File: src/icp_pkg.sv
`default_nettype none
package icp_pkg;
  // ------------------------------------------------------------
  // sizes
  // ------------------------------------------------------------
  localparam int ICP_NSRC  = 16;
  localparam int ICP_NPRIO = 5;
  localparam int ICP_NEV   = 17;
  localparam int ICP_ERR   = 16;

  // ------------------------------------------------------------
  // register byte offsets
  // ------------------------------------------------------------
  localparam logic [7:0] ICP_OFS_EN    = 8'h00;
  localparam logic [7:0] ICP_OFS_PRIO0 = 8'h04;
  localparam logic [7:0] ICP_OFS_STEP  = 8'h04;
  localparam logic [7:0] ICP_OFS_FLAG  = 8'h18;
  localparam logic [7:0] ICP_OFS_STAT  = 8'h1c;
  localparam logic [7:0] ICP_OFS_MASK  = 8'h20;

  // ------------------------------------------------------------
  // fields and reset values
  // ------------------------------------------------------------
  localparam int          ICP_ERR_EN_BIT = 1;
  localparam logic [15:0] ICP_EN_MASK    = 16'h0002;
  localparam logic [15:0] ICP_EN_RST     = 16'h0000;
  localparam logic [2:0]  ICP_PRIO_OFF   = 3'h0;
  localparam logic [15:0] ICP_PRIO_MASK [ICP_NPRIO] =
    '{16'h7777, 16'h7770, 16'h7777, 16'h0077, 16'h7077};
  localparam logic [15:0] ICP_PRIO_RST [ICP_NPRIO] =
    '{16'h4444, 16'h4440, 16'h4444, 16'h0044, 16'h4044};
  localparam logic [16:0] ICP_EV_RST = 17'h00000;

  // source order: ext_pin_zero, capture_one, compare_one, timer_one,
  // capture_two, compare_two, timer_two, timer_three, spi_error,
  // spi_event, serial_receive, serial_transmit, converter_done,
  // twowire_slave, twowire_master, change_notify
  localparam int ICP_SRC_REG [ICP_NSRC] =
    '{0, 0, 0, 0, 1, 1, 1, 2, 2, 2, 2, 3, 3, 4, 4, 4};
  localparam int ICP_SRC_LSB [ICP_NSRC] =
    '{0, 4, 8, 12, 4, 8, 12, 0, 4, 8, 12, 0, 4, 0, 4, 12};

  // ------------------------------------------------------------
  // bus answers and carriers
  // ------------------------------------------------------------
  localparam logic [1:0] ICP_RESP_OKAY   = 2'h0;
  localparam logic [1:0] ICP_RESP_SLVERR = 2'h2;

  typedef struct packed {
    logic       valid;
    logic [2:0] level;
  } icp_req_t;
endpackage
`default_nettype wire

File: src/icp_regs.sv
// Behaviour
// - priority field value is the level directly
// - priority zero never presents a request
// - enable bit 1 gates serial error source
// - unimplemented bits read zero, ignore writes
// - priority fields reset to level four
// - serial error enable resets to zero
// - first priority register field layout
// - second priority register field layout
// - third priority register field layout
// - fourth priority register field layout
// - fifth priority register field layout
// - flag reads one once request occurred; here FLAG reads the live i_src_flag and STAT holds each new request
//
// The register addresses and register access over AXI4-Lite were left to the implementer.
`default_nettype none
module icp_regs (
  input  wire logic                  i_ref_clk,
  input  wire logic                  i_sys_rst,
  input  wire logic [7:0]            i_s_axi_awaddr,
  input  wire logic                  i_s_axi_awvalid,
  output logic                       o_s_axi_awready,
  input  wire logic [31:0]           i_s_axi_wdata,
  input  wire logic [3:0]            i_s_axi_wstrb,
  input  wire logic                  i_s_axi_wvalid,
  output logic                       o_s_axi_wready,
  output logic [1:0]                 o_s_axi_bresp,
  output logic                       o_s_axi_bvalid,
  input  wire logic                  i_s_axi_bready,
  input  wire logic [7:0]            i_s_axi_araddr,
  input  wire logic                  i_s_axi_arvalid,
  output logic                       o_s_axi_arready,
  output logic [31:0]                o_s_axi_rdata,
  output logic [1:0]                 o_s_axi_rresp,
  output logic                       o_s_axi_rvalid,
  input  wire logic                  i_s_axi_rready,
  input  wire logic [16:0]           i_src_flag,
  input  wire logic [15:0]           i_src_enable,
  input  wire logic [2:0]            i_serial_error_priority,
  output icp_pkg::icp_req_t [16:0]   o_req,
  output logic                       o_irq
);
  // ------------------------------------------------------------
  // write channel
  // ------------------------------------------------------------
  logic [7:0]  aw_addr_q;
  logic [31:0] w_data_q;
  logic [3:0]  w_strb_q;
  logic        aw_have_q;
  logic        w_have_q;
  logic        awready_q;
  logic        wready_q;
  logic        bvalid_q;
  logic [1:0]  bresp_q;
  logic        wr_fire;
  logic        wr_hit;
  logic [15:0] wr_bytes;

  assign wr_fire  = aw_have_q && w_have_q && !bvalid_q;
  assign wr_bytes = {{8{w_strb_q[1]}}, {8{w_strb_q[0]}}};

  always_comb begin
    wr_hit = (aw_addr_q == icp_pkg::ICP_OFS_EN) || (aw_addr_q == icp_pkg::ICP_OFS_FLAG) ||
             (aw_addr_q == icp_pkg::ICP_OFS_STAT) || (aw_addr_q == icp_pkg::ICP_OFS_MASK);
    for (int k = 0; k < icp_pkg::ICP_NPRIO; k++) begin
      if (aw_addr_q == icp_pkg::ICP_OFS_PRIO0 + 8'(k * 4)) begin
        wr_hit = 1'b1;
      end
    end
  end

  // address and data are taken in either order; the answer waits for both
  always_ff @(posedge i_ref_clk) begin
    if (i_sys_rst) begin
      aw_addr_q <= 8'h00;
      w_data_q  <= 32'h00000000;
      w_strb_q  <= 4'h0;
      aw_have_q <= 1'b0;
      w_have_q  <= 1'b0;
      awready_q <= 1'b1;
      wready_q  <= 1'b1;
      bvalid_q  <= 1'b0;
      bresp_q   <= icp_pkg::ICP_RESP_OKAY;
    end else begin
      if (i_s_axi_awvalid && awready_q) begin
        aw_addr_q <= i_s_axi_awaddr;
        aw_have_q <= 1'b1;
        awready_q <= 1'b0;
      end
      if (i_s_axi_wvalid && wready_q) begin
        w_data_q <= i_s_axi_wdata;
        w_strb_q <= i_s_axi_wstrb;
        w_have_q <= 1'b1;
        wready_q <= 1'b0;
      end
      if (wr_fire) begin
        aw_have_q <= 1'b0;
        w_have_q  <= 1'b0;
        bvalid_q  <= 1'b1;
        bresp_q   <= wr_hit ? icp_pkg::ICP_RESP_OKAY : icp_pkg::ICP_RESP_SLVERR;
      end
      if (bvalid_q && i_s_axi_bready) begin
        bvalid_q  <= 1'b0;
        awready_q <= 1'b1;
        wready_q  <= 1'b1;
      end
    end
  end

  assign o_s_axi_awready = awready_q;
  assign o_s_axi_wready  = wready_q;
  assign o_s_axi_bvalid  = bvalid_q;
  assign o_s_axi_bresp   = bresp_q;

  // ------------------------------------------------------------
  // configuration registers
  // ------------------------------------------------------------
  logic [15:0] en_q;
  logic [15:0] prio_q [icp_pkg::ICP_NPRIO];
  logic [16:0] mask_q;
  logic [15:0] en_bits;

  assign en_bits = wr_bytes & icp_pkg::ICP_EN_MASK;

  always_ff @(posedge i_ref_clk) begin
    if (i_sys_rst) begin
      en_q <= icp_pkg::ICP_EN_RST;
    end else if (wr_fire && aw_addr_q == icp_pkg::ICP_OFS_EN) begin
      en_q <= (en_q & ~en_bits) | (w_data_q[15:0] & en_bits);
    end
  end

  always_ff @(posedge i_ref_clk) begin
    for (int k = 0; k < icp_pkg::ICP_NPRIO; k++) begin
      if (i_sys_rst) begin
        prio_q[k] <= icp_pkg::ICP_PRIO_RST[k];
      end else if (wr_fire && aw_addr_q == icp_pkg::ICP_OFS_PRIO0 + 8'(k * 4)) begin
        // unimplemented positions keep their zero
        prio_q[k] <= (prio_q[k] & ~(wr_bytes & icp_pkg::ICP_PRIO_MASK[k])) |
                     (w_data_q[15:0] & wr_bytes & icp_pkg::ICP_PRIO_MASK[k]);
      end
    end
  end

  always_ff @(posedge i_ref_clk) begin
    if (i_sys_rst) begin
      mask_q <= icp_pkg::ICP_EV_RST;
    end else if (wr_fire && aw_addr_q == icp_pkg::ICP_OFS_MASK) begin
      mask_q <= (mask_q & ~{w_strb_q[2], {8{w_strb_q[1]}}, {8{w_strb_q[0]}}}) |
                (w_data_q[16:0] & {w_strb_q[2], {8{w_strb_q[1]}}, {8{w_strb_q[0]}}});
    end
  end

  // ------------------------------------------------------------
  // request forwarding
  // ------------------------------------------------------------
  logic [2:0]  src_level [icp_pkg::ICP_NEV];
  logic [16:0] src_enable;
  logic [16:0] req_d;
  icp_pkg::icp_req_t [16:0] req_q;

  assign src_enable = {en_q[icp_pkg::ICP_ERR_EN_BIT], i_src_enable};
  assign src_level[icp_pkg::ICP_ERR] = i_serial_error_priority;

  for (genvar i = 0; i < icp_pkg::ICP_NSRC; i++) begin : g_lvl
    // field value is the level as is
    assign src_level[i] = prio_q[icp_pkg::ICP_SRC_REG[i]][icp_pkg::ICP_SRC_LSB[i] +: 3];
  end

  for (genvar i = 0; i < icp_pkg::ICP_NEV; i++) begin : g_req
    // a zero level blocks the source whatever its flag and enable
    assign req_d[i] = i_src_flag[i] && src_enable[i] && (src_level[i] != icp_pkg::ICP_PRIO_OFF);

  end

  always_ff @(posedge i_ref_clk) begin
    for (int k = 0; k < icp_pkg::ICP_NEV; k++) begin
      if (i_sys_rst) begin
        req_q[k] <= '0;
      end else begin
        req_q[k].valid <= req_d[k];
        req_q[k].level <= req_d[k] ? src_level[k] : icp_pkg::ICP_PRIO_OFF;
      end
    end
  end

  assign o_req = req_q;

  // ------------------------------------------------------------
  // sticky event status and interrupt
  // ------------------------------------------------------------
  logic [16:0] stat_q;
  logic [16:0] stat_set;
  logic [16:0] stat_clr;
  logic [16:0] stat_d;
  logic [16:0] req_prev;
  logic        irq_q;

  for (genvar i = 0; i < icp_pkg::ICP_NEV; i++) begin : g_prev
    assign req_prev[i] = req_q[i].valid;
  end

  // an event is a newly forwarded request
  assign stat_set = req_d & ~req_prev;
  assign stat_clr = (wr_fire && aw_addr_q == icp_pkg::ICP_OFS_STAT) ?
                    (w_data_q[16:0] & {w_strb_q[2], {8{w_strb_q[1]}}, {8{w_strb_q[0]}}}) : 17'h00000;
  // set wins over a clear in the same cycle
  assign stat_d = (stat_q & ~stat_clr) | stat_set;

  always_ff @(posedge i_ref_clk) begin
    if (i_sys_rst) begin
      stat_q <= icp_pkg::ICP_EV_RST;
      irq_q  <= 1'b0;
    end else begin
      stat_q <= stat_d;
      irq_q  <= |(stat_d & mask_q);
    end
  end

  assign o_irq = irq_q;

  // ------------------------------------------------------------
  // read channel
  // ------------------------------------------------------------
  logic        arready_q;
  logic        rvalid_q;
  logic [31:0] rdata_q;
  logic [1:0]  rresp_q;
  logic [31:0] rd_data;
  logic        rd_hit;

  always_comb begin
    rd_data = 32'h00000000;
    rd_hit  = 1'b1;
    unique case (i_s_axi_araddr)
      icp_pkg::ICP_OFS_EN:   rd_data = {16'h0000, en_q};
      icp_pkg::ICP_OFS_FLAG: rd_data = {15'h0000, i_src_flag};
      icp_pkg::ICP_OFS_STAT: rd_data = {15'h0000, stat_q};
      icp_pkg::ICP_OFS_MASK: rd_data = {15'h0000, mask_q};
      default:               rd_hit  = 1'b0;
    endcase
    for (int k = 0; k < icp_pkg::ICP_NPRIO; k++) begin
      if (i_s_axi_araddr == icp_pkg::ICP_OFS_PRIO0 + 8'(k * 4)) begin
        rd_data = {16'h0000, prio_q[k]};
        rd_hit  = 1'b1;
      end
    end
  end

  always_ff @(posedge i_ref_clk) begin
    if (i_sys_rst) begin
      arready_q <= 1'b1;
      rvalid_q  <= 1'b0;
      rdata_q   <= 32'h00000000;
      rresp_q   <= icp_pkg::ICP_RESP_OKAY;
    end else if (i_s_axi_arvalid && arready_q) begin
      arready_q <= 1'b0;
      rvalid_q  <= 1'b1;
      rdata_q   <= rd_data;
      rresp_q   <= rd_hit ? icp_pkg::ICP_RESP_OKAY : icp_pkg::ICP_RESP_SLVERR;
    end else if (rvalid_q && i_s_axi_rready) begin
      arready_q <= 1'b1;
      rvalid_q  <= 1'b0;
    end
  end

  assign o_s_axi_arready = arready_q;
  assign o_s_axi_rvalid  = rvalid_q;
  assign o_s_axi_rdata   = rdata_q;
  assign o_s_axi_rresp   = rresp_q;
endmodule
`default_nettype wire

File: config.mk
export PLATFORM = sky130hd
export DESIGN_NAME = icp_regs
export DESIGN_NICKNAME = d
export VERILOG_FILES = /design/src/icp_pkg.sv /design/src/icp_regs.sv
export SDC_FILE = /design/constraint.sdc
export NUM_CORES = 1
export LEC_CHECK = 0
export BUFFER_PORTS_ARGS = -buffer_cell sky130_fd_sc_hd__buf_2
export CAP_MARGIN = 20
export CELL_PAD_IN_SITES_DETAIL_PLACEMENT = 1
export CELL_PAD_IN_SITES_GLOBAL_PLACEMENT = 1
export CORE_ASPECT_RATIO = 0.5
export CORE_MARGIN = 2
export CORE_UTILIZATION = 36
export CTS_CLUSTER_SIZE = 8
export DETAILED_ROUTE_END_ITERATION = 16
export GPL_ROUTABILITY_DRIVEN = 0
export PLACE_DENSITY_LB_ADDON = 0.08
export SLEW_MARGIN = 20
export SYNTH_ARGS = -nofsm -noshare
export SYNTH_HDL_FRONTEND = slang
export SYNTH_SLANG_ARGS = --single-unit
File: constraint.sdc
create_clock -name i_ref_clk -period 1.99 [get_ports i_ref_clk]
set_input_delay 0.398 -clock i_ref_clk [delete_from_list [all_inputs] [get_ports i_ref_clk]]
set_output_delay 0.398 -clock i_ref_clk [all_outputs]
set_load 0.01 [all_outputs]
# [After elaboration in Yosys (flattened, before gate mapping)]
# Memory sizes are Yosys's and may differ from the RTL's.
# Index checks and enable logic that the tools add are counted.
[totals] out_inout_bits=110 n_memories=1 reg_bits=190 elab_cells=259 inputBits=95 mem_bits_rw=80
[memory_table] name="prio_q" words=5 word_bits=16 read_ports=5 rd_clocked_by_memory_dff=0 wr=5 line="icp_regs.sv:119" text="logic [15:0] prio_q [icp_pkg::ICP_NPRIO];"
[op_classes] eq_ne=16 bitwise=51 muxes=46 n_reduce_logical=94
[op_table] op="32-bit two-way mux" n=5
[op_table] op="16-bit bitwise AND" n=6
[op_table] op="17-bit bitwise AND" n=5
[op_table] op="16-bit two-way mux" n=5
[op_table] op="17-bit one-hot mux with 4 select lines" n=1
[op_table] op="8-bit by 5-bit == test with 1-bit output (second input constant)" n=8
[op_table] op="16-bit by 15-bit OR with 16-bit output" n=4
[op_table] op="17-bit inverter" n=3
[op_table] op="3-bit nonzero test" n=17
[op_table] op="1-bit logical AND" n=49
[op_table] op="15-bit inverter with 16-bit output" n=3
[op_table] op="2-bit OR reduction" n=19
[op_table] op="17-bit OR" n=2
[op_table] op="8-bit by 4-bit == test with 1-bit output (second input constant)" n=4
[op_table] op="1-bit two-way mux" n=32
[op_table] op="17-bit two-way mux" n=1
[op_table] op="1-bit inverter" n=17
[op_table] op="17-bit OR reduction" n=1
[op_table] op="16-bit by 2-bit bitwise AND with 16-bit output" n=1
[op_table] op="8-bit by 3-bit == test with 1-bit output (second input constant)" n=2
[op_table] op="8-bit by 6-bit == test with 1-bit output (second input constant)" n=2
[op_table] op="8-bit zero test" n=2
[op_table] op="2-bit inverter with 16-bit output" n=1
[op_table] op="7-bit inverter with 16-bit output" n=1
[op_table] op="9 further kinds" n=16

# [Longest topological paths before layout]
# Gate-level depths: netlist (run 1).
[logic_depth] word_depth=10 ltp_mapped=9

# [Least setup slack after synthesis (run 1)]
# Ideal clock, no wire load.
[synth_path] path_kind="input to register" startpoint="input port i_s_axi_araddr[5]" endpoint="register rdata_q[1] (netlist: o_s_axi_rdata[1])" path_buffers=2 stages=8 setup_time_ps=117 arrival_time_ps=1762 setup_slack_ps=111 path_cell_list="or4b_1 -> buf_6 -> nor2b_2 -> buf_6 -> nand2_4 -> o22ai_2 -> nor3_1 -> a32o_1"
[synth_via] elab_chain_cells=7
[synth_rtl] item="from (decl)" line="icp_regs.sv:30" text="input wire logic [7:0] i_s_axi_araddr,"
[synth_rtl] item="8-bit by 6-bit == test with 1-bit output, or another cell as far along" line="icp_regs.sv:235" text="unique case (i_s_axi_araddr)"
[synth_rtl] item="17-bit one-hot mux with 4 select lines" line="icp_regs.sv:235"
[synth_rtl] item="32-bit two-way mux (4 in a row)" line="icp_regs.sv:243" text="if (i_s_axi_araddr == icp_pkg::ICP_OFS_PRIO0 + 8'(k * 4)) begin"
[synth_rtl] item="32-bit two-way mux (*)" line="icp_regs.sv:243"
[synth_rtl] item="to (signal assigned)" line="icp_regs.sv:259" text="rdata_q <= rd_data;"
[synth_rtl] item="to (decl)" line="icp_regs.sv:227" text="logic [31:0] rdata_q;"
# Mark *: on every way between the ends. The rest lies on a longest branch, timed or not.
# A chain may end at the register's enable or synchronous reset.

# [Final worst setup path (run 1)]
[layout_path] startpoint="register aw_addr_q[1]" endpoint="register irq_q (netlist: o_irq)"
[layout_via] elab_chain_cells=8
[layout_rtl] item="from (decl)" line="icp_regs.sv:46" text="logic [7:0] aw_addr_q;"
[layout_rtl] item="from (signal assigned)" line="icp_regs.sv:86" text="aw_addr_q <= i_s_axi_awaddr;"
[layout_rtl] item="8-bit by 5-bit == test with 1-bit output" line="icp_regs.sv:205" text="assign stat_clr = (wr_fire && aw_addr_q == icp_pkg::ICP_OFS_STAT) ?"
[layout_rtl] item="1-bit logical AND" line="icp_regs.sv:205"
[layout_rtl] item="17-bit two-way mux" line="icp_regs.sv:205"
[layout_rtl] item="17-bit inverter" line="icp_regs.sv:208" text="assign stat_d = (stat_q & ~stat_clr) | stat_set;"
[layout_rtl] item="17-bit bitwise AND" line="icp_regs.sv:208"
[layout_rtl] item="17-bit OR" line="icp_regs.sv:208"
[layout_rtl] item="17-bit bitwise AND" line="icp_regs.sv:216" text="irq_q <= |(stat_d & mask_q);"
[layout_rtl] item="17-bit OR reduction" line="icp_regs.sv:216"
[layout_rtl] item="to (signal assigned)" line="icp_regs.sv:216"
[layout_rtl] item="to (decl)" line="icp_regs.sv:197" text="logic irq_q;"
# Every way passes these cells.

==> results of run 1 <==
[worst min path at each step]
| stage | from | to | slack [ps] | depth (start not counted) |
|---|---|---|---|---|
| floorplan | flip-flop | flip-flop | 440 | 2 |
| finish | i_s_axi_wvalid | o_s_axi_wready | 70 | 2 |
| global placement | w_data_q[11] | flip-flop | 460 | 2 |
| CTS | i_s_axi_wvalid | o_s_axi_wready | 60 | 2 |
| detailed placement | w_data_q[11] | w_data_q[11] | 470 | 2 |
| global route | i_s_axi_wvalid | o_s_axi_wready | 80 | 2 |
[kinds of logic after synthesis]
| family | share of synthesized area [%] |
|---|---|
| buf+inv | 4.474 |
| flops | 53.28 |
| other cells | 0.04339 |
| compound gates | 16.62 |
| simple gates | 23.96 |
| mux | 1.621 |
[worst max-delay path, delay by kind of cell, from the launching register on]
| kind | cells | cell delay [ps] |
|---|---|---|
| flip-flops | 1 | 320 |
| AO/OA/AOI/OAI | 3 | 480 |
| buffers and inverters | 3 | 410 |
| AND/OR/NAND/NOR | 3 | 650 |
[layout make-up]
| cell class | instances | area [um2] |
|---|---|---|
| Fill cell | 2801 | 11870 |
| Clock buffer | 48 | 807.0 |
| Inverter | 10 | 37.54 |
| Timing Repair Buffer | 327 | 2133 |
| Multi-Input combinational cell | 681 | 3910 |
| Sequential cell | 206 | 4609 |
| Clock inverter | 1 | 8.758 |
| Tap cell | 315 | 394.1 |
[per-layer routing]
layer / up-vias / track usage [%] / part of all wire [%]
met5: - / 0 / 0
met4: 0 / 5.996 / 1.9
met3: 59 / 7.084 / 7.8
met2: 304 / 40.19 / 42
met1: 4165 / 39.82 / 48
li1: 3917 / - / -
[registers in the layout (all words and copies together), names as in the netlist, 3 cells and up, named ones only]
name	flops
w_strb_q	3
aw_addr_q	8
o_s_axi_rdata	17
o_req	68
stat_q	17
prio_q	48
w_data_q	17
[where the power goes]
| part | internal, mW | switching [mW] | leakage, nW | total (mW) |
|---|---|---|---|---|
| logic | 0.385 | 0.553 | 2.92 | 0.938 |
| clock network | 2.72 | 1.87 | 0.390 | 4.59 |
| registers | 4.42 | 0.113 | 1.73 | 4.53 |
[repair_timing]
action,CTS,global route
pin swaps,2,10
resized for setup,19,54
cloned,0,0
setup endpoints to repair,20,59
buffers inserted,3,4
[through the flow]
stage	area [um2]	TNS (ps)	power (mW)	worst slack, ps	cells
CTS	11650	-27.59	10.07	-27.59	1584
global route	11900	-407.7	10.41	-107.5	1588
detailed placement	10790	-2347	5.501	-242.3	1532
finish	11900	-61.76	10.06	-20.73	1588
floorplan	8702	0	5.021	111.0	961
global placement	10790	-1875	5.472	-149.0	1532
[synth_stat cells, types with 7 or more instances]
| master | instances | share of area [%] |
|---|---|---|
| buf_4 | 22 | 1.9 |
| a22oi_1 | 15 | 1.3 |
| nand2b_1 | 27 | 2.0 |
| mux2i_1 | 14 | 1.6 |
| o311ai_0 | 17 | 1.7 |
| nand2_1 | 166 | 7.2 |
| nor3_1 | 19 | 1.1 |
| buf_2 | 9 | 0.52 |
| clkbuf_1 | 26 | 1.1 |
| dfxtp_1 | 158 | 37 |
| inv_1 | 10 | 0.43 |
| nand3_1 | 34 | 2.0 |
| edfxtp_1 | 48 | 17 |
| a221oi_1 | 7 | 0.71 |
| o21ai_0 | 16 | 0.93 |
| nor2_1 | 80 | 3.5 |
| o21a_1 | 10 | 0.87 |
| a21oi_1 | 117 | 6.8 |
| and2_1 | 57 | 4.1 |
| o211ai_1 | 14 | 1.2 |
==> impl_metrics.tcl, run 1 <==
set metrics [dict create \
    status "finished with violations" \
    failed_checks "negative setup slack" \
    cp-start-kind "flip-flop" \
    power_density_mw_per_mm2 845.3 \
    synthesis.area_mm2 0.008642 \
    drc 0 \
    die-area_mm2 0.02534 \
    yosys_warnings 0 \
    worstPathMaxFanout 6 \
    antenna_left 0 \
    fp-row-count 40 \
    htreeDepth 1 \
    grt_pass1_vias 8396 \
    ys_dominant_reg_cell "dfxtp_1" \
    dr_total_vias 8445 \
    rsz0062_at_grt "yes" \
    hold_class "input pin to flip-flop" \
    rr_endpoint "o_irq" \
    slew_viol_final 0 \
    critical_path_class "flip-flop to flip-flop" \
    vdd_drop_max_uv 476.7 \
    grt-ovfl-total 0 \
    final_cell_mix "170 x buf_2, 159 x nand2_1, 156 x dfxtp_1, 141 x buf_4, 106 x a21oi_1" \
    fin_crit_ps 2011 \
    post-dp-hpwl_um 27240 \
    grt_max_degree 49 \
    slowest_delay_ps 320 \
    worst-r2r-setup-slack_ps -20 \
    hold_slack_ps 66.30 \
    clk_path_buf_depth 3 \
    ys_async_sr_fraction_pct 0 \
    leakage_nw 5.039 \
    cts.clk_slew.worst_paths_ps 60 \
    dr.pass1.iters 4 \
    area_delta_synth_final_pct 37.70 \
    fin_skew_ps 27.84 \
    drt_wl_total_um 35030 \
    final_util_pct 50.06 \
    ys_seq_area_share_pct 53.28 \
    cts_tree "done" \
    drt_iter0_drc 623 \
    dieWidth_um 223.1 \
    viasPerCell 5.318 \
    end_kind "flip-flop" \
    port_buffers 171 \
    synth_edf_count 48 \
    cp_data_arrival_time_ps 2410 \
    numCtsBuffers 29 \
    final_common_cell "buf_2" \
    ff2ff_path_depth 9 \
    antenna_found_initial 0 \
    fmax_mhz 497.3 \
    fin_nets 1350 \
    ys_ff_latch 206 \
    finalHoldViolations 0 \
    cpMostUsedCell "buf_6" \
    root_buffer "clkbuf_16" \
    critPathSlowestCell "dfxtp_2" \
    relSlewSlack_pct 52.26 \
    drive_gt1_share_pct 32.60 \
    wire_per_inst_um 22.06 \
    clock_latency_ps 560 \
    max_slew.worst_pin.slew_ps 716.1 \
    track_usage_pct 27.21 \
    path_cells "buf_6, nor4_4, nand4_1, buf_6, buf_6, o211ai_1, o2111ai_2, nor3_2, a41oi_1" \
    die_height_um 113.6 \
    initial_core_util_pct 36.35 \
    core-area_mm2 0.02377 \
    synthesis.instances 945 \
    synth.avg_cell_area_um2 9.145 \
    holdBufCountCts 0 \
    cp-startpoint "aw_addr_q[1]" \
    fin_ws_ps -20.73 \
    post-route-period-util_pct 101.0 \
    finalSetupViolCount 5 \
    grt_pass1_wl_um 51380 \
    synth_cell_types 68 \
    ios 205 \
    cp-endpoint "o_irq" \
    max-cap-violations 0 \
    reg2reg_from "aw_addr_q[1]" \
    num_antenna_cells 0 \
    worstPathRequired_ps 2390 \
    clock_sinks 206 \
]
(Power assumes the default switching activity.)
==> inputs of run 2 (changes only) <==
--- a/config.mk
+++ b/config.mk
@@ -15,7 +15,7 @@
 export CTS_CLUSTER_SIZE = 8
 export DETAILED_ROUTE_END_ITERATION = 16
 export GPL_ROUTABILITY_DRIVEN = 0
-export PLACE_DENSITY_LB_ADDON = 0.08
+export PLACE_DENSITY_LB_ADDON = 0.1
 export SLEW_MARGIN = 20
 export SYNTH_ARGS = -nofsm -noshare
 export SYNTH_HDL_FRONTEND = slang
==> run 2 against run 1 <==
  * Via count is 0.60% higher
  * Count of clock-buffer cells in the layout decreased by 1
  * Critical path type unchanged
  * Combinational power rose by 1%
  * Sequential share of layout area about the same
  * Clock power shrank 2%
  * Routed wire length up 1.6%
  * Final cell count grew 0.38%
  * The flow still finishes with violations (negative setup slack)
  * Clock skew is 12 ps lower
  * Highest routed layer is now met5
  * First-iteration DRC count grew 13%
  * Final area is 0.15% lower
  * Critical path depth is 2 lower
  * Fmax about the same
==> impl_metrics.tcl, run 2 (same netlist as run 1, synthesis figures left out) <==
set metrics [dict create \
    clock_latency_ps 550 \
    wire_per_inst_um 22.34 \
    dp_slack_ps -239.6 \
    fp-row-count 40 \
    worst-r2r-setup-slack_ps -20 \
    area_delta_synth_final_pct 37.50 \
    track_usage_pct 27.32 \
    clock_sinks 206 \
    post-dp-hpwl_um 27280 \
    drt_iter0_drc 701 \
    die_height_um 113.6 \
    fin_nets 1358 \
    power_density_mw_per_mm2 841.1 \
    dr_total_vias 8496 \
    finalSetupViolCount 1 \
    clk_path_buf_depth 3 \
    fin_skew_ps 15.72 \
    root_buffer "clkbuf_16" \
    final_util_pct 49.98 \
    critical_path_class "flip-flop to flip-flop" \
    cp-start-kind "flip-flop" \
    hold_class "input pin to flip-flop" \
    failed_checks "negative setup slack" \
    final_common_cell "buf_2" \
    holdBufCountCts 0 \
    vdd_drop_max_uv 546.1 \
    cp_data_arrival_time_ps 2410 \
    slew_viol_final 0 \
    dr.pass1.iters 5 \
    grt_max_degree 39 \
    htreeDepth 1 \
    p_total_mw 9.995 \
    numCtsBuffers 29 \
    status "finished with violations" \
    max-cap-violations 0 \
    final_cell_mix "170 x buf_2, 161 x nand2_1, 155 x dfxtp_1, 154 x buf_4, 117 x a21oi_1" \
    largest_reg_flops 68 \
    drive_gt1_share_pct 31.98 \
    leakage_nw 5.068 \
    rsz0062_at_grt "yes" \
    end_kind "flip-flop" \
    drt_wl_total_um 35600 \
    stdcell_area_mm2 0.01188 \
    worstPathRequired_ps 2390 \
    max_slew.worst_pin.slew_ps 773.1 \
    grt-ovfl-total 0 \
    viasPerCell 5.330 \
    die-area_mm2 0.02534 \
    worstPathMaxFanout 2 \
    finalHoldViolations 0 \
    placed_cell_area_mm2 0.01090 \
    relSlewSlack_pct 48.46 \
    num_antenna_cells 0 \
    dieWidth_um 223.1 \
    antenna_left 0 \
    drc 0 \
    grt_pass1_wl_um 51440 \
    fin_ws_ps -20.48 \
    multiInputGateArea_mm2 0.003847 \
    dp.cells 1544 \
    post-route-period-util_pct 101.0 \
    grt_pass1_vias 8422 \
    antenna_found_initial 0 \
    nFillCells 2801 \
    fin_crit_ps 2010 \
    initial_core_util_pct 36.35 \
    final_cells 1594 \
    cts.clk_slew.worst_paths_ps 60 \
    core-area_mm2 0.02377 \
    ios 205 \
    fmax_mhz 497.4 \
    port_buffers 171 \
    cts_tree "done" \
    seqCellArea_mm2 0.004608 \
]
==> run 2: cell count changes in the layout (fill, tap and decap cells not counted), moves of 3 or more <==
cell / before / now
buf_4: 141 / 154
a21oi_1: 106 / 117
a21oi_2: 11 / 0
buf_6: 11 / 4
o311ai_2: 6 / 3
==> run 2: report_power, final <==
group / switching, mW / total, mW / internal (mW)
clock network: 1.81 / 4.51 / 2.70
logic: 0.558 / 0.952 / 0.393
registers: 0.115 / 4.54 / 4.42
==> run 2: through the flow <==
stage,hold WS [ps],setup TNS (ps)
final,77.10,-20.48
after global routing,79.70,-73.93
after CTS,77.54,-37.69
after detailed placement,475.8,-2891
after global placement,468.6,-2384
after floorplan,444.5,0
==> run 2: path summary, 6_finish.rpt <==
check,from,endpoint,cells after the start
setup reg to reg,prio_q[3][6],o_irq,7
setup / recovery,prio_q[3][6],o_irq,7
hold reg to reg,w_data_q[3],w_data_q[3],2
hold / removal,i_s_axi_wvalid,o_s_axi_wready,2
==> run 2: cell type report <==
cell class	count	share of cell area, %
inverter	10	0.3159
timing repair buffer	335	18.45
tap	315	3.317
clock buffer	47	6.760
sequential	206	38.78
multi-input combinational	681	32.38
==> run 2: timing repair <==
item	in CTS	in global routing
endpoints found under the setup margin	7	33
pin swaps	4	11
endpoints found under the hold margin	0	0
gates cloned	0	0
setup buffers	1	2
gates resized for setup	21	31
==> run 2: worst max-delay path: stages, from the launching register on <==
cell and delay [ps]:
edfxtp_1 430, o311ai_4 350, nor2_2 130, a22oi_2 210
nand3_1 110, a2111oi_2 350, buf_4 160, a41oi_1 110
==> run 2: metal layers <==
layer	track usage, %	wire, um	part of all wire [%]	up-vias
met5	1.139	39	0.11	-
met4	6.353	790	2.2	2
met3	6.749	3005	8.4	56
met2	41.67	15280	43	294
met1	38.97	16480	46	4208
li1	-	-	-	3936
==> inputs of run 3 (changes only) <==
--- a/config.mk
+++ b/config.mk
@@ -5,18 +5,19 @@
 export SDC_FILE = /design/constraint.sdc
 export NUM_CORES = 1
 export LEC_CHECK = 0
+export ABC_AREA = 1
 export BUFFER_PORTS_ARGS = -buffer_cell sky130_fd_sc_hd__buf_2
 export CAP_MARGIN = 20
 export CELL_PAD_IN_SITES_DETAIL_PLACEMENT = 1
 export CELL_PAD_IN_SITES_GLOBAL_PLACEMENT = 1
 export CORE_ASPECT_RATIO = 0.5
 export CORE_MARGIN = 2
-export CORE_UTILIZATION = 36
-export CTS_CLUSTER_SIZE = 8
+export CORE_UTILIZATION = 35
+export CTS_CLUSTER_SIZE = 24
 export DETAILED_ROUTE_END_ITERATION = 16
 export GPL_ROUTABILITY_DRIVEN = 0
 export PLACE_DENSITY_LB_ADDON = 0.1
-export SLEW_MARGIN = 20
+export SLEW_MARGIN = 30
 export SYNTH_ARGS = -nofsm -noshare
 export SYNTH_HDL_FRONTEND = slang
 export SYNTH_SLANG_ARGS = --single-unit
==> run 3 against run 2 <==
  * The flow now finishes without violations
  * Fmax up 6.2%
  * Total power decreased by 7.9%
  * Sequential share of layout area grew 2.5 points
  * Critical path type unchanged
  * Highest routed layer is now met4
==> impl_metrics.tcl, run 3 <==
set metrics [dict create \
    yosysTopAreaCell "dfxtp_1" \
    slew_viol_final 0 \
    fin_crit_ps 1893 \
    cp-start-kind "flip-flop" \
    hold_class "input pin to flip-flop" \
    cts_tree "done" \
    finalHoldViolations 0 \
    ios 205 \
    antenna_found_initial 0 \
    worstPathRequired_ps 2400 \
    track_usage_pct 24.48 \
    fp-row-count 40 \
    final_util_pct 45.94 \
    status "complete, no violations" \
    max-cap-violations 0 \
    dieWidth_um 227.9 \
    num_antenna_cells 0 \
    final_cells 1730 \
    pwr-share-seq_pct 49.4 \
    grt_pass1_vias 8628 \
    sw_frac_of_total_pct 25.72 \
    drt_wl_total_um 32170 \
    dr.pass1.iters 4 \
    post-dp-hpwl_um 25310 \
    synth_most_common_cell "nand2_1" \
    ys_top_cells_by_area "dfxtp_1 36%, edfxtp_1 16%, nand2_1 12%" \
    hold_slack_ps 102.1 \
    drc 0 \
    viasPerCell 4.852 \
    initial_core_util_pct 36.06 \
    max_slew.worst_pin.slew_ps 664.2 \
    clk_path_buf_depth 3 \
    grt-ovfl-total 0 \
    cts.clk_slew.worst_paths_ps 70 \
    vdd_drop_max_uv 481.8 \
    final_cell_mix "270 x nand2_1, 171 x inv_1, 171 x buf_2, 155 x dfxtp_1, 137 x nor2_1" \
    finalSetupViolCount 0 \
    stdcell_area_mm2 0.01117 \
    critical_path_class "flip-flop to flip-flop" \
    end_kind "flip-flop" \
    grt_pass1_wl_um 49480 \
    drive_gt1_share_pct 22.24 \
    setup_tns_ps 0 \
    ys_dominant_reg_cell "dfxtp_1" \
    ys_ff_latch 206 \
    core-area_mm2 0.02432 \
    htreeDepth 1 \
    port_buffers 171 \
    antenna_left 0 \
    fin_nets 1475 \
    relSlewSlack_pct 55.67 \
    cp_data_arrival_time_ps 2300 \
    leakage_nw 5.510 \
    largest_reg_flops 68 \
    final_common_cell "nand2_1" \
    clock_sinks 206 \
    dp.cells 1690 \
    numCtsBuffers 21 \
    ys_seq_area_share_pct 52.50 \
    die-area_mm2 0.02642 \
    fmax_mhz 528.3 \
    die_height_um 115.9 \
    wire_per_inst_um 18.60 \
    power.net_switching_mw 2.369 \
    placed_cell_area_mm2 0.01047 \
    yosys_warnings 0 \
    synthesis.area_mm2 0.008771 \
    post-route-period-util_pct 95.12 \
    netlist.area_leader.share_pct 36.06 \
    cellInternalPower_mw 6.840 \
    synth_edf_count 48 \
    fin_ws_ps 97.09 \
    grt_max_degree 47 \
    clock_latency_ps 510 \
    p_clk_share_pct 41.0 \
    power_density_mw_per_mm2 824.2 \
    dr_total_vias 8394 \
    synth.avg_cell_area_um2 7.687 \
    synthesis.instances 1141 \
    dp_slack_ps -12.25 \
    area_delta_synth_final_pct 27.39 \
    p_comb_share_pct 9.6 \
    root_buffer "clkbuf_16" \
    holdBufCountCts 0 \
    fin_skew_ps 12.44 \
    ys_async_sr_fraction_pct 0 \
    p_total_mw 9.209 \
    worstPathMaxFanout 5 \
    synth_cell_types 35 \
    drt_iter0_drc 597 \
    synth_common_cells "270 x nand2_1, 171 x inv_1, 158 x dfxtp_1, 139 x nor2_1, 110 x a21oi_1" \
]
-- run 3: changes by cell type in the layout (fill, tap and decap cells not counted), sizes merged, moves of 12 or more --
cell | before | now
nand3 | 34 | 46
mux2i | 14 | 0
nand2 | 167 | 272
and2 | 58 | 2
clkbuf | 47 | 33
o311ai | 17 | 0
a22oi | 15 | 0
nor2 | 82 | 147
o21ai | 21 | 61
buf | 335 | 251
nand2b | 28 | 0
inv | 10 | 178
-- run 3: cells by family (layout without fill, tap and decap cells) --
kind of cell | after synthesis | count (layout) | synth area share, %
AO/OA/AOI/OAI | 211 | 211 | 13.25
other | 1 | 17 | 0.04275
flip-flops | 206 | 206 | 52.50
buffers and inverters | 232 | 469 | 11.10
AND/OR/NAND/NOR | 491 | 491 | 23.11
-- run 3: layout make-up --
class | instances | area [um2]
fillers | 3142 | 13150
clock buffers | 33 | 570.5
flip-flops and latches | 206 | 4608
clock inverters | 4 | 48.80
well taps | 336 | 420.4
inverters | 181 | 681.9
repair buffers | 251 | 1535
multi-input cells | 719 | 3308
-- run 3: power groups by stage --
stage | combinational [mW] | clock, mW | sequential (mW)
2_1_floorplan | 0.465 | 0 | 4.62
3_3_place_gp | 0.845 | 0 | 4.63
3_5_place_dp | 0.869 | 0 | 4.63
4_1_cts | 0.875 | 3.85 | 4.54
5_1_grt | 0.982 | 4.05 | 4.56
6_report | 0.885 | 3.78 | 4.54
-- run 3: final timing paths --
kind                                                 start          endpoint  slack [ps]  depth (start not counted)
worst max-delay path                          aw_addr_q[7]             o_irq         100                         13
worst min-delay path            i_serial_error_priority[2]         o_req[66]         100                          3
worst max register to register                aw_addr_q[7]             o_irq         100                         13
worst min register to register            o_s_axi_rdata[7]  o_s_axi_rdata[7]         470                          2
-- run 3: layer usage --
| metal | vias to the layer above | track usage (%) | part of all wire, % | wire [um] |
|---|---|---|---|---|
| met2 | 241 | 38.62 | 43 | 13720 |
| li1 | 4085 | - | - | - |
| met3 | 35 | 5.389 | 7.2 | 2306 |
| met5 | - | 0 | 0 | 0 |
| met4 | 0 | 3.791 | 1.5 | 473 |
| met1 | 4033 | 35.12 | 49 | 15670 |
-- run 3: critical path, cell delays in order (launching register included) --
cell,delay [ps]
dfxtp_2,330
nor2_4,160
nand2_2,100
nor2_4,230
buf_4,190
nand3_1,80
nand2_1,90
nand2_1,60
nand2_1,60
nand3_1,130
nor2_1,150
nand3_2,100
nand2_1,70
inv_1,40
-- run 3: what timing repair did --
| item | in CTS | in global routing |
|---|---|---|
| pin swaps | 1 | 9 |
| setup buffers | 2 | 1 |
| resized for setup | 1 | 15 |
| setup endpoints to repair | 1 | 42 |
| hold endpoints to repair | 0 | 0 |
